## src/rtl/phc_pkg.sv

```systemverilog
// Purpose: constants and types for the parallel handshake configuration
// Assumes: 20 MHz clock, register port addressed by register number
// Notes:   coarse step count is a top-level parameter
//
// Operation
// - timing register sets request delay and strobe pulse width
// - programmed delay adds to a fixed minimum of about 60 us
// - timing bits 0..6 count increments, bit 7 picks increment size
// - range bit clear: each increment is 10 us
// - range bit set: coarse increment, taken as 1 ms
// - inhibit register uses bit 0 only; set enables output inhibit
// - inhibit disabled: output handshakes run unchanged
// - port-A request uses status zero, port-B request status one
// - inhibit not for ports already handshaking on status lines
// - sample inhibit before each output cycle, wait while true
// - inhibit works with every handshake method
// - polarity bit 0 gives positive-true, 1 negative-true
// - polarity bits: reqA, aux0, reqB, aux1, flagA, flagB, st0, st1
// - flag/status high is busy at 0; request high is true at 0
// - negative-true reads low as one, positive-true the reverse
// - request polarity change moves the driven level at once
// - data register bits 0..3 invert ports A..D; bit 4 unused
// - one write sets handshake and data polarity bits together
// - handshake value 128 selects strobe handshake
// - bits 7:6 select method: full, partial, strobe, none
// - bit 5 selects input timing: ready-to-busy or busy-to-ready; here bit 5 is stored and read back but never used

package phc_pkg;

    // -------------------------------------------------------------
    // timing
    // -------------------------------------------------------------
    localparam int CLK_KHZ         = 20000;
    localparam int MIN_GAP_US      = 60;
    localparam int FINE_STEP_US    = 10;
    localparam int COARSE_STEP_MS  = 1;
    localparam int MIN_GAP_CYC     = MIN_GAP_US * CLK_KHZ / 1000;
    localparam int FINE_STEP_CYC   = FINE_STEP_US * CLK_KHZ / 1000;
    localparam int COARSE_STEP_CYC = COARSE_STEP_MS * CLK_KHZ;

    // -------------------------------------------------------------
    // register numbers and fields
    // -------------------------------------------------------------
    localparam logic [3:0] REG_LINE_POL = 4'h3;
    localparam logic [3:0] REG_DATA_HS  = 4'h4;
    localparam logic [3:0] REG_DELAY    = 4'h6;
    localparam logic [3:0] REG_INHIBIT  = 4'h9;
    localparam logic [3:0] REG_STATUS   = 4'ha;
    localparam logic [7:0] REG_RESET    = 8'h00;
    localparam logic [7:0] DATA_HS_MASK = 8'hef;
    localparam logic [7:0] INHIBIT_MASK = 8'h01;
    localparam int         RANGE_BIT    = 7;
    localparam int         INH_EN_BIT   = 0;
    localparam int         STAT_BUSY    = 0;
    localparam int         STAT_INH     = 1;
    localparam int         STAT_FULL    = 2;
    localparam int         FIFO_DEPTH   = 32;

    // -------------------------------------------------------------
    // types
    // -------------------------------------------------------------
    typedef enum logic [1:0] {
        HS_FULL    = 2'b00,
        HS_PARTIAL = 2'b01,
        HS_STROBE  = 2'b10,
        HS_NONE    = 2'b11
    } phc_method_type;

    typedef enum logic [1:0] {
        ST_IDLE = 2'b00,
        ST_LEAD = 2'b01,
        ST_REQ  = 2'b10,
        ST_FLAG = 2'b11
    } phc_state_type;

    typedef struct packed {
        logic aux_request_one;
        logic port_b_request_line;
        logic aux_request_zero;
        logic port_a_request_line;
    } phc_req_type;

    typedef struct packed {
        logic status_line_one;
        logic status_line_zero;
        logic port_b_flag_line;
        logic port_a_flag_line;
    } phc_sense_type;

    typedef struct packed {
        logic [1:0] port;
        logic [7:0] data;
    } phc_word_type;

endpackage

```

## src/rtl/phc_top.sv

```systemverilog
// Purpose: output handshake engine with timing, inhibit and polarity
// Assumes: sense lines are asynchronous; register port is synchronous
// Notes:   holds the output FIFO module and the top module

`timescale 1ns/1ns
`default_nettype none

module phc_fifo #(
    parameter int WIDTH = 10,
    parameter int DEPTH = 32
) (
    // clock and reset
    input  wire logic             clk_i,
    input  wire logic             reset_n_i,
    input  wire logic             ce_i,
    // fill side
    input  wire logic             in_valid_i,
    input  wire logic [WIDTH-1:0] in_data_i,
    output var  logic             in_ready_o,
    // drain side
    output logic                  out_valid_o,
    output logic      [WIDTH-1:0] out_data_o,
    input  wire logic             out_ready_i
);
    localparam int AW = $clog2(DEPTH);

    logic [WIDTH-1:0] mem_q [DEPTH];
    logic [AW-1:0]    wr_q;
    logic [AW-1:0]    rd_q;
    logic [AW:0]      cnt_q;
    logic [AW:0]      cnt_d;
    logic             push;
    logic             pop;

    // handshake terms
    assign out_valid_o = (cnt_q != '0);
    assign out_data_o  = mem_q[rd_q];
    assign push        = in_valid_i & in_ready_o;
    assign pop         = out_valid_o & out_ready_i;
    assign cnt_d       = cnt_q + (AW+1)'(push) - (AW+1)'(pop);

    // storage
    always_ff @(posedge clk_i)
    begin
        if (ce_i && push)
        begin
            mem_q[wr_q] <= in_data_i;
        end
    end

    // pointers, fill count and registered ready
    always_ff @(posedge clk_i or negedge reset_n_i)
    begin
        if (!reset_n_i)
        begin
            wr_q       <= '0;
            rd_q       <= '0;
            cnt_q      <= '0;
            in_ready_o <= 1'b0;
        end
        else if (ce_i)
        begin
            wr_q       <= wr_q + AW'(push);
            rd_q       <= rd_q + AW'(pop);
            cnt_q      <= cnt_d;
            in_ready_o <= (cnt_d != (AW+1)'(DEPTH));
        end
    end
endmodule

module phc_top
    import phc_pkg::*;
#(
    parameter int COARSE_CYC = COARSE_STEP_CYC
) (
    // clock, reset, enable
    input  wire logic          clk_i,
    input  wire logic          reset_n_i,
    input  wire logic          ce_i,
    // register port
    input  wire logic [3:0]    reg_addr_i,
    input  wire logic          reg_wr_i,
    input  wire logic          reg_rd_i,
    input  wire logic [7:0]    reg_wdata_i,
    output var  logic [7:0]    reg_rdata_o,
    // output data stream
    input  wire logic          out_valid_i,
    input  wire phc_word_type  out_word_i,
    output logic               out_ready_o,
    // peripheral lines
    input  wire phc_sense_type sense_i,
    output var  phc_req_type   req_o,
    output var  logic [3:0][7:0] port_data_o
);
    // -------------------------------------------------------------
    // declarations
    // -------------------------------------------------------------
    logic [7:0]      line_pol_q;
    logic [7:0]      data_hs_q;
    logic [7:0]      delay_q;
    logic [7:0]      inhibit_q;
    logic [3:0]      sense_s1_q;
    logic [3:0]      sense_s2_q;
    logic [3:0]      busy;
    phc_state_type   state_q;
    phc_method_type  method;
    phc_word_type    head;
    logic            head_valid;
    logic            pop;
    logic            sel_b;
    logic            cur_b_q;
    logic            flag_busy;
    logic            inh_true;
    logic            req_logic_q;
    logic            tmr_start;
    logic            tmr_run_q;
    logic            tmr_done_q;
    logic [10:0]     min_cnt_q;
    logic [14:0]     step_cnt_q;
    logic [14:0]     step_len_q;
    logic [6:0]      incr_q;
    logic [3:0][7:0] port_logic_q;

    // -------------------------------------------------------------
    // output FIFO
    // -------------------------------------------------------------
    phc_fifo #(
        .WIDTH ($bits(phc_word_type)),
        .DEPTH (FIFO_DEPTH)
    ) u_fifo (
        .clk_i       (clk_i),
        .reset_n_i   (reset_n_i),
        .ce_i        (ce_i),
        .in_valid_i  (out_valid_i),
        .in_data_i   (out_word_i),
        .in_ready_o  (out_ready_o),
        .out_valid_o (head_valid),
        .out_data_o  (head),
        .out_ready_i (pop)
    );

    // -------------------------------------------------------------
    // line sensing
    // -------------------------------------------------------------
    // two-flop synchroniser on flag and status lines
    always_ff @(posedge clk_i or negedge reset_n_i)
    begin
        if (!reset_n_i)
        begin
            sense_s1_q <= '0;
            sense_s2_q <= '0;
        end
        else if (ce_i)
        begin
            sense_s1_q <= sense_i;
            sense_s2_q <= sense_s1_q;
        end
    end

    // normalised busy: high is busy unless inverted
    assign busy      = sense_s2_q ^ line_pol_q[7:4];
    assign method    = phc_method_type'(data_hs_q[7:6]);
    assign sel_b     = (state_q == ST_IDLE) ? head.port[0] : cur_b_q;
    assign flag_busy = sel_b ? busy[1] : busy[0];
    // status zero guards request A, status one request B
    assign inh_true  = inhibit_q[INH_EN_BIT]
                       & (sel_b ? busy[3] : busy[2]);
    // start only when not inhibited (and flag ready for full)
    assign pop = (state_q == ST_IDLE) && head_valid && !inh_true
                 && !(method == HS_FULL && flag_busy);
    assign tmr_start = (pop && method != HS_NONE)
                       || (state_q == ST_LEAD && tmr_done_q
                           && method == HS_STROBE);

    // -------------------------------------------------------------
    // registers
    // -------------------------------------------------------------
    // handshake line polarity
    always_ff @(posedge clk_i or negedge reset_n_i)
    begin
        if (!reset_n_i)
            line_pol_q <= REG_RESET;
        else if (ce_i && reg_wr_i && reg_addr_i == REG_LINE_POL)
            line_pol_q <= reg_wdata_i;
    end

    // data polarity and method, one write for both groups
    always_ff @(posedge clk_i or negedge reset_n_i)
    begin
        if (!reset_n_i)
            data_hs_q <= REG_RESET;
        else if (ce_i && reg_wr_i && reg_addr_i == REG_DATA_HS)
            data_hs_q <= reg_wdata_i & DATA_HS_MASK;
    end

    // delay count and range
    always_ff @(posedge clk_i or negedge reset_n_i)
    begin
        if (!reset_n_i)
            delay_q <= REG_RESET;
        else if (ce_i && reg_wr_i && reg_addr_i == REG_DELAY)
            delay_q <= reg_wdata_i;
    end

    // inhibit enable, bit 0 only
    always_ff @(posedge clk_i or negedge reset_n_i)
    begin
        if (!reset_n_i)
            inhibit_q <= REG_RESET;
        else if (ce_i && reg_wr_i && reg_addr_i == REG_INHIBIT)
            inhibit_q <= reg_wdata_i & INHIBIT_MASK;
    end

    // read back
    always_ff @(posedge clk_i or negedge reset_n_i)
    begin
        if (!reset_n_i)
            reg_rdata_o <= REG_RESET;
        else if (ce_i && reg_rd_i)
        begin
            if (reg_addr_i == REG_LINE_POL)
                reg_rdata_o <= line_pol_q;
            else if (reg_addr_i == REG_DATA_HS)
                reg_rdata_o <= data_hs_q;
            else if (reg_addr_i == REG_DELAY)
                reg_rdata_o <= delay_q;
            else if (reg_addr_i == REG_INHIBIT)
                reg_rdata_o <= inhibit_q;
            else if (reg_addr_i == REG_STATUS)
            begin
                reg_rdata_o            <= REG_RESET;
                reg_rdata_o[STAT_BUSY] <= (state_q != ST_IDLE);
                reg_rdata_o[STAT_INH]  <= head_valid && inh_true;
                reg_rdata_o[STAT_FULL] <= !out_ready_o;
            end
            else
                reg_rdata_o <= REG_RESET;
        end
    end

    // -------------------------------------------------------------
    // delay timer: minimum gap, then count increments
    // -------------------------------------------------------------
    always_ff @(posedge clk_i or negedge reset_n_i)
    begin
        if (!reset_n_i)
        begin
            tmr_run_q  <= 1'b0;
            tmr_done_q <= 1'b0;
            min_cnt_q  <= '0;
            step_cnt_q <= '0;
            step_len_q <= '0;
            incr_q     <= '0;
        end
        else if (ce_i)
        begin
            tmr_done_q <= 1'b0;
            if (tmr_start)
            begin
                tmr_run_q  <= 1'b1;
                min_cnt_q  <= 11'(MIN_GAP_CYC - 1);
                incr_q     <= delay_q[6:0];
                step_len_q <= delay_q[RANGE_BIT]
                              ? 15'(COARSE_CYC - 1)
                              : 15'(FINE_STEP_CYC - 1);
                step_cnt_q <= delay_q[RANGE_BIT]
                              ? 15'(COARSE_CYC - 1)
                              : 15'(FINE_STEP_CYC - 1);
            end
            else if (tmr_run_q)
            begin
                if (min_cnt_q != '0)
                    min_cnt_q <= min_cnt_q - 11'h001;
                else if (incr_q != '0)
                begin
                    if (step_cnt_q != '0)
                        step_cnt_q <= step_cnt_q - 15'h0001;
                    else
                    begin
                        step_cnt_q <= step_len_q;
                        incr_q     <= incr_q - 7'h01;
                    end
                end
                else
                begin
                    tmr_run_q  <= 1'b0;
                    tmr_done_q <= 1'b1;
                end
            end
        end
    end

    // -------------------------------------------------------------
    // output handshake sequencer
    // -------------------------------------------------------------
    always_ff @(posedge clk_i or negedge reset_n_i)
    begin
        if (!reset_n_i)
        begin
            state_q     <= ST_IDLE;
            req_logic_q <= 1'b0;
            cur_b_q     <= 1'b0;
        end
        else if (ce_i)
        begin
            case (state_q)
                ST_IDLE:
                    if (pop)
                    begin
                        cur_b_q <= head.port[0];
                        if (method != HS_NONE)
                            state_q <= ST_LEAD;
                    end
                ST_LEAD:
                    if (tmr_done_q)
                    begin
                        req_logic_q <= 1'b1;
                        state_q     <= ST_REQ;
                    end
                ST_REQ:
                    if (method == HS_STROBE)
                    begin
                        if (tmr_done_q)
                        begin
                            req_logic_q <= 1'b0;
                            state_q     <= ST_IDLE;
                        end
                    end
                    else if (flag_busy)
                    begin
                        req_logic_q <= 1'b0;
                        state_q <= (method == HS_FULL) ? ST_FLAG
                                                       : ST_IDLE;
                    end
                ST_FLAG:
                    if (!flag_busy)
                        state_q <= ST_IDLE;
                default:
                    state_q <= ST_IDLE;
            endcase
        end
    end

    // request pins: logical level through polarity, aux idle false
    always_ff @(posedge clk_i or negedge reset_n_i)
    begin
        if (!reset_n_i)
            req_o <= '0;
        else if (ce_i)
            req_o <= {1'b0, req_logic_q & cur_b_q, 1'b0,
                      req_logic_q & ~cur_b_q} ^ line_pol_q[3:0];
    end

    // -------------------------------------------------------------
    // data ports with per-port inversion
    // -------------------------------------------------------------
    for (genvar i = 0; i < 4; i++)
    begin : g_port
        always_ff @(posedge clk_i or negedge reset_n_i)
        begin
            if (!reset_n_i)
            begin
                port_logic_q[i] <= '0;
                port_data_o[i]  <= '0;
            end
            else if (ce_i)
            begin
                if (pop && head.port == 2'(i))
                    port_logic_q[i] <= head.data;
                port_data_o[i] <= port_logic_q[i]
                                  ^ {8{data_hs_q[i]}};
            end
        end
    end

    // -------------------------------------------------------------
    // checks
    // -------------------------------------------------------------
    logic [23:0] lead_cnt_q;
    logic [23:0] lead_exp_q;

    // lead-time measurement against the programmed value
    always_ff @(posedge clk_i or negedge reset_n_i)
    begin
        if (!reset_n_i)
        begin
            lead_cnt_q <= '0;
            lead_exp_q <= '0;
        end
        else if (ce_i)
        begin
            lead_cnt_q <= tmr_start ? 24'h000000 : lead_cnt_q + 24'h1;
            if (tmr_start)
                lead_exp_q <= 24'(MIN_GAP_CYC) + 24'(delay_q[6:0])
                    * (delay_q[RANGE_BIT] ? 24'(COARSE_CYC)
                                          : 24'(FINE_STEP_CYC));
        end
    end
endmodule

`default_nettype wire

```

## config.mk

```make
export PLATFORM = sky130hd
export DESIGN_NAME = phc_top
export DESIGN_NICKNAME = d
export VERILOG_FILES = /design/src/rtl/phc_pkg.sv /design/src/rtl/phc_top.sv
export SDC_FILE = /design/constraint.sdc
export NUM_CORES = 1
export LEC_CHECK = 0
export BUFFER_PORTS_ARGS = -buffer_cell sky130_fd_sc_hd__buf_2
export CORE_MARGIN = 2
export CORE_UTILIZATION = 65
export DETAILED_ROUTE_END_ITERATION = 16
export PLACE_DENSITY = 0.83
export SLEW_MARGIN = 0
export SYNTH_ARGS = -nofsm -noshare
export SYNTH_HDL_FRONTEND = slang
export SYNTH_HIERARCHICAL = 1
export SYNTH_SLANG_ARGS = --single-unit
```

## constraint.sdc

```tcl
create_clock -name clk_i -period 11.45 [get_ports clk_i]
set_input_delay 0.5725 -clock clk_i [delete_from_list [all_inputs] [get_ports clk_i]]
set_output_delay 0.5725 -clock clk_i [all_outputs]
set_load 0.01 [all_outputs]
```

==> results of run 1 <==
[power groups by stage]
stage / Combinational (W) / Sequential, W / Clock (W)
2_1_floorplan: 0.00124 / 0.00230 / 0
3_3_place_gp: 0.00155 / 0.00238 / 0
3_5_place_dp: 0.00160 / 0.00240 / 0
4_1_cts: 0.00163 / 0.00237 / 0.00151
5_1_grt: 0.00176 / 0.00240 / 0.00158
6_report: 0.00164 / 0.00237 / 0.00149
[per-stage QoR]
stage	utilization	hold slack [ns]	worst slack [ns]	std cells
3_5_place_dp	0.679	0.467	6.18	1817
6_report	0.726	0.0927	6.05	1901
3_3_place_gp	0.679	0.460	6.33	1817
5_1_grt	0.726	0.173	5.68	1901
4_1_cts	0.726	0.129	6.07	1901
2_1_floorplan	-	0.277	7.29	1400
[synth_stat cells (9+ instances only)]
cell,n,area share
clkbuf_1,32,0.0058
mux2_2,77,0.042
buf_2,19,0.0046
xnor2_1,47,0.020
nor2_1,111,0.020
mux2i_1,87,0.042
nand2_1,62,0.011
edfxtp_1,320,0.46
nor4_1,9,0.0027
buf_1,13,0.0024
a21oi_1,71,0.017
nand3_1,44,0.011
a22o_1,12,0.0051
inv_1,23,0.0042
mux4_1,15,0.019
dfrtp_1,167,0.20
a2bb2oi_1,9,0.0038
nor3_1,21,0.0051
mux4_2,25,0.027
o21ai_0,31,0.0075
a22oi_1,24,0.0087
ha_1,16,0.0097
a221oi_1,13,0.0055
[registers in the layout, indices dropped and copies added (netlist names), 7 cells and up]
signal	flops
delay_q	8
incr_q	7
port_data_o	32
u_fifo/mem_q	320
line_pol_q	8
data_hs_q	7
port_logic_q	32
reg_rdata_o	8
min_cnt_q	11
step_cnt_q	15
[cell families (layout without fill, tap and decap cells)]
logic type,count (synthesis),after routing
adders and majority gates,17,17
DFF,487,487
AOI/OAI and AO/OA,211,211
buffers and inverters,95,194
xor gates and xnor gates,54,54
and+or+nand+nor,329,329
muxes,207,207
[worst paths after layout]
| kind | start | endpoint |
|---|---|---|
| min in group clk_i | sense_i[0] | sense_s1_q[0] |
| worst max-delay path | u_fifo/rd_q[0] | u_fifo/in_ready_o |
| max in group asynchronous | reset_n_i | u_fifo/rd_q[0] |
| worst max register to register | u_fifo/rd_q[0] | u_fifo/in_ready_o |
| worst min register to register | reg_rdata_o[4] | reg_rdata_o[4] |
| worst min-delay path | reset_n_i | step_cnt_q[2] |
[layer usage]
metal / routed length (µm) / up-vias / track usage
li1: - / 5467 / -
met1: 18100 / 6308 / 0.377
met2: 22300 / 602 / 0.464
met3: 3160 / 116 / 0.0379
met4: 1230 / 0 / 0.0823
met5: 0 / - / 0
[layout make-up]
class | count | area [µm²] | area share
Sequential cell | 487 | 13800 | 0.603
Multi-Input combinational cell | 818 | 6510 | 0.285
Clock buffer | 72 | 1400 | 0.0614
Tap cell | 402 | 503 | 0.0220
Timing Repair Buffer | 86 | 464 | 0.0203
Clock inverter | 12 | 96.3 | 0.00421
Inverter | 24 | 90.1 | 0.00394
==> reports/results.ini, run 1 <==
[pwr]
p_seq_frac = 0.431
peakVddDrop_uv = 155
comb_power_share = 0.298
power_w = 0.00549
clockPowerShare = 0.272
cellPowerDensity_nw_per_um2 = 240
total_leakage_power_nw = 8.45
p_sw_frac = 0.325
p_int_w = 0.00371
power_switching_w = 0.00179

[clock_network]
clk_pin_slew_ns = 0.06
holdBufCountCts = 0
cts_buffers = 47
cts_resized = 0
cts_buffer_depth = 3
cts.sinks = 487
tritoncts = done
cts_root_buf = clkbuf_16
post_cts.repair.setup_buffers = 0
worstSkewPairLatency_ns = 0.56
htreeDepth = 2

[placed_design]
place_area_um2 = 21400
port_buffers = 76
place_congestion = 0.899
dp.final_hpwl_um = 27300

[setup_path]
critical-path-max-stage-delay_ns = 0.91
worstPathArrival_ns = 5.80
setup.worst_path.end_class = flop
worstPathCellList = buf_4, mux2i_1, a22oi_1, nand3_1, nand3_1, mux2i_2, mux2i_2, nor2_1, and2_1, ha_1, inv_1, ha_1, fa_1, a21oi_1, o21bai_1, xnor2_1, a41oi_1
cp_max_fo = 46
worstSetupPathDepth = 17
reg2regPathDepth = 17
critPathKind = flop to flop
cp_top_family = multiplexers
cp-start-kind = flop
slowest_stage = dfrtp_4
crit_buf_inv = 2
required_ns = 11.85
r2r_slack_ns = 6.05

[route]
drtIter0Drc = 1480
wl_um = 44800
vias = 12493
drt-wirelength-per-cell_um = 23.6
route.detailed.drc = 0
dr.pass1.iters = 5
ant_nets = 0
vias_per_cell = 6.57

[global_routing]
grt_antenna_before_repair = 0
grt_pass1_wl_um = 70300
first_global_vias = 12559
grt_max_degree = 109
grt_overflow_total = 0
grt_usage = 0.274

[sta]
slew_violations = 0
tightest_slew_ns = 1.28
rsz0062_at_grt = no
min_period_ns = 5.40
maxSlewHeadroom = 0.146
hold_viol = 0
fin_skew_ns = 0.0215
fmax_mhz = 185
final.setup.tns_ns = 0
fin_crit_sh = 0.471
setup_violations = 0

[cells_and_area]
nets = 1513
drive_gt1_frac = 0.190
antennaDiodeCount = 0
layout_commonest_cell = edfxtp_1
area_growth_pct = 10.2
num-fill-cells = 1900
fin_area_um2 = 22900
mostFrequentLayoutCells = edfxtp_1, dfrtp_1, nor2_1

[yosys]
yosys_most_used_dff = edfxtp_1
synth_compound_area_frac = 0.0679
synthMuxAreaShare = 0.132
async_flop_share = 0.343
synth_edf_count = 320
synthCells = 1400
synth_area_per_cell_um2 = 14.8
ys_types = 84
ys_ff_latch = 487
synth_top_family_by_area = multiplexers
yosys_warnings = 6
synthSimpleGateAreaFrac = 0.0808
synthAdderAreaFrac = 0.0106
synth_nets = 1449
netlist_area_um2 = 20700
synth_xor_xnor_area_share = 0.0228
yosysSeqAreaShare = 0.665

[die]
fp.dieArea_um2 = 33300
chipHeight_um = 183
chipWidth_um = 183
core_area_um2 = 31500
pin_count = 77
start_util = 0.659
rows = 65

[flow_run]
drv_cap = 0

[worst_hold_path]
hp-class = input pin to async pin

[run_status]
outcome = complete, no violations

Note: power is estimated with default switching activity, not from simulation.
==> inputs of run 2 (changes only) <==
--- a/config.mk
+++ b/config.mk
@@ -7,9 +7,9 @@
 export LEC_CHECK = 0
 export BUFFER_PORTS_ARGS = -buffer_cell sky130_fd_sc_hd__buf_2
 export CORE_MARGIN = 2
-export CORE_UTILIZATION = 65
+export CORE_UTILIZATION = 62
 export DETAILED_ROUTE_END_ITERATION = 16
-export PLACE_DENSITY = 0.83
+export PLACE_DENSITY = 0.8
 export SLEW_MARGIN = 0
 export SYNTH_ARGS = -nofsm -noshare
 export SYNTH_HDL_FRONTEND = slang
==> constraint.sdc (replaced) <==
create_clock -name clk_i -period 5.25 [get_ports clk_i]
set_input_delay 0.2625 -clock clk_i [delete_from_list [all_inputs] [get_ports clk_i]]
set_output_delay 0.2625 -clock clk_i [all_outputs]
set_load 0.01 [all_outputs]
==> reports/results.ini, run 2 (synthesis results as in run 1) <==
[run_status]
outcome = complete, no violations

[setup_path]
required_ns = 5.65  ; -6.20 ns
worstPathArrival_ns = 4.97  ; -0.83 ns
cp_max_fo = 15  ; -67%
r2r_slack_ns = 0.68  ; -5.37 ns
critPathKind = flop to flop
r2r-end = u_fifo/in_ready_o
setup.worst_path.end_class = flop
cp-start-kind = flop
reg2regPathDepth = 16  ; -1
r2r-start = u_fifo/rd_q[0]

[placed_design]
place_area_um2 = 21500  ; +0.47%
port_buffers = 76  ; unchanged
dp.final_hpwl_um = 28100  ; +2.9%
place_congestion = 0.897  ; -0.23%

[pwr]
cellPowerDensity_nw_per_um2 = 521  ; +120%
total_leakage_power_nw = 8.52  ; +0.78%
peakVddDrop_uv = 322  ; +110%

[cells_and_area]
reg.largest.list = u_fifo/mem_q: 320 flops, port_data_o: 32 flops, port_logic_q: 32 flops
regArea_um2 = 13800  ; unchanged
area_growth_pct = 11.2
mostFrequentLayoutCells = edfxtp_1, dfrtp_1, nor2_1
fin_area_um2 = 23100  ; +0.89%
drive_gt1_frac = 0.192  ; +0.00183
nets = 1530  ; +1.1%
top_register = u_fifo/mem_q
layout_commonest_cell = edfxtp_1
post-route-util = 0.705  ; -0.0211
largest_register_ff_count = 320  ; unchanged
num-fill-cells = 2140  ; +13%
multi_input_area_um2 = 6510  ; unchanged

[global_routing]
grt_overflow_total = 0  ; unchanged
grt_max_degree = 103  ; -5.5%
grt_pass1_wl_um = 70000  ; -0.47%
first_global_vias = 12261  ; -2.4%
grt_usage = 0.258  ; -0.0164
grt_antenna_before_repair = 1  ; +1

[die]
rows = 66  ; +1.5%
chipHeight_um = 187  ; +2.3%
core_area_um2 = 32700  ; +3.9%
chipWidth_um = 187  ; +2.3%
pin_count = 77  ; unchanged
fp.dieArea_um2 = 34900  ; +4.7%
start_util = 0.634  ; -0.0247

[route]
drt-wirelength-per-cell_um = 22.8  ; -3.4%
drtIter0Drc = 1337  ; -9.7%
vias = 12463  ; -0.24%
ant_nets = 0  ; unchanged
dr.pass1.iters = 5  ; unchanged
vias_per_cell = 6.36  ; -3.2%
wl_um = 44600  ; -0.39%
route.detailed.drc = 0  ; unchanged

[sta]
min_period_ns = 4.57  ; -0.828 ns
final.setup.tns_ns = 0  ; unchanged
fmax_mhz = 219  ; +18%
fin_crit_sh = 0.870  ; +0.399
fin_skew_ns = 0.0239  ; +0.00241 ns
hold_viol = 0  ; unchanged
tightest_slew_ns = 1.22  ; -0.0606 ns
rsz0062_at_grt = no
maxSlewHeadroom = 0.187  ; +0.0405
setup_violations = 0  ; unchanged
whs_ns = 0.0181  ; -0.0746 ns
slew_violations = 0  ; unchanged

[clock_network]
cts_buffers = 48  ; +2.1%
cts_resized = 0  ; unchanged
clk_pin_slew_ns = 0.06  ; about the same
cts_root_buf = clkbuf_16
htreeDepth = 2  ; unchanged
worstSkewPairLatency_ns = 0.56  ; about the same
cts.sinks = 487  ; unchanged
tritoncts = done
cts_buffer_depth = 3  ; unchanged
post_cts.repair.setup_buffers = 0  ; unchanged
holdBufCountCts = 11  ; +11

[worst_hold_path]
hold_path_end = data_hs_q[7]
hold_path_startpoint = reg_wdata_i[7]
holdPathStages = 2
hp-class = input pin to flop

[flow_run]
drv_cap = 0  ; unchanged

==> run 2: changes by cell type in the layout (fill, tap and decap cells not counted), sizes merged <==
cell | before | now
buf | 86 | 91
clkinvlp | 0 | 1
clkinv | 10 | 14
diode | 0 | 2
bufinv | 1 | 2
dlygate4sd3 | 0 | 11
clkbuf | 72 | 67
==> run 2: per-stage QoR <==
step | cells | setup WS [ns] | power (W)
5_1_grt | 1959 | 0.418 | 0.0126
3_5_place_dp | 1862 | 0.729 | 0.00879
6_report | 1960 | 0.683 | 0.0120
2_1_floorplan | 1400 | 1.09 | 0.00772
4_1_cts | 1958 | 0.671 | 0.0121
3_3_place_gp | 1862 | 0.873 | 0.00865
==> run 2: report_power, final <==
group | total, W | internal (W) | switching [W]
Combinational | 0.00367 | 0.00161 | 0.00206
Clock | 0.00325 | 0.00187 | 0.00138
Sequential | 0.00510 | 0.00463 | 0.000474
Total | 0.0120 | 0.00810 | 0.00392
==> run 2: critical path, stage by stage, from the launching register on <==
cell and delay (ns):
dfrtp_4 0.61, mux4_2 0.55, a22o_1 0.24, a221oi_2 0.27, nand3_1 0.21, mux2i_2 0.33, mux2i_2 0.46, nor2_1 0.09
and2_1 0.17, ha_1 0.28, inv_1 0.05, ha_1 0.20, fa_1 0.41, a21oi_1 0.15, o21bai_1 0.10, xnor2_1 0.18
a41oi_1 0.13
==> run 2: layout make-up <==
cell class	instances	share of cell area
multi-input combinational	818	0.282
sequential	487	0.598
tap	442	0.0240
clock inverter	18	0.00673
timing repair buffer	102	0.0271
inverter	24	0.00391
antenna	2	0.000217
clock buffer	67	0.0578
==> run 2: how the worst max path moves through the flow <==
| stage | start | endpoint |
|---|---|---|
| 6_report | u_fifo/rd_q[0] | u_fifo/in_ready_o |
| 4_1_cts | u_fifo/rd_q[0] | u_fifo/in_ready_o |
| 2_1_floorplan | u_fifo/rd_q[0] | u_fifo/in_ready_o |
| 3_5_place_dp | u_fifo/rd_q[0] | u_fifo/in_ready_o |
| 3_3_place_gp | u_fifo/rd_q[0] | u_fifo/in_ready_o |
| 5_1_grt | u_fifo/rd_q[0] | u_fifo/in_ready_o |
==> run 2: per-layer routing <==
metal	part of all wire	up-vias	GRT usage	wire length [µm]
met2	0.50	502	0.427	22200
met1	0.41	6345	0.359	18300
met3	0.067	89	0.0394	2970
met5	0	-	0	0
met4	0.026	0	0.0778	1160
li1	-	5527	-	-
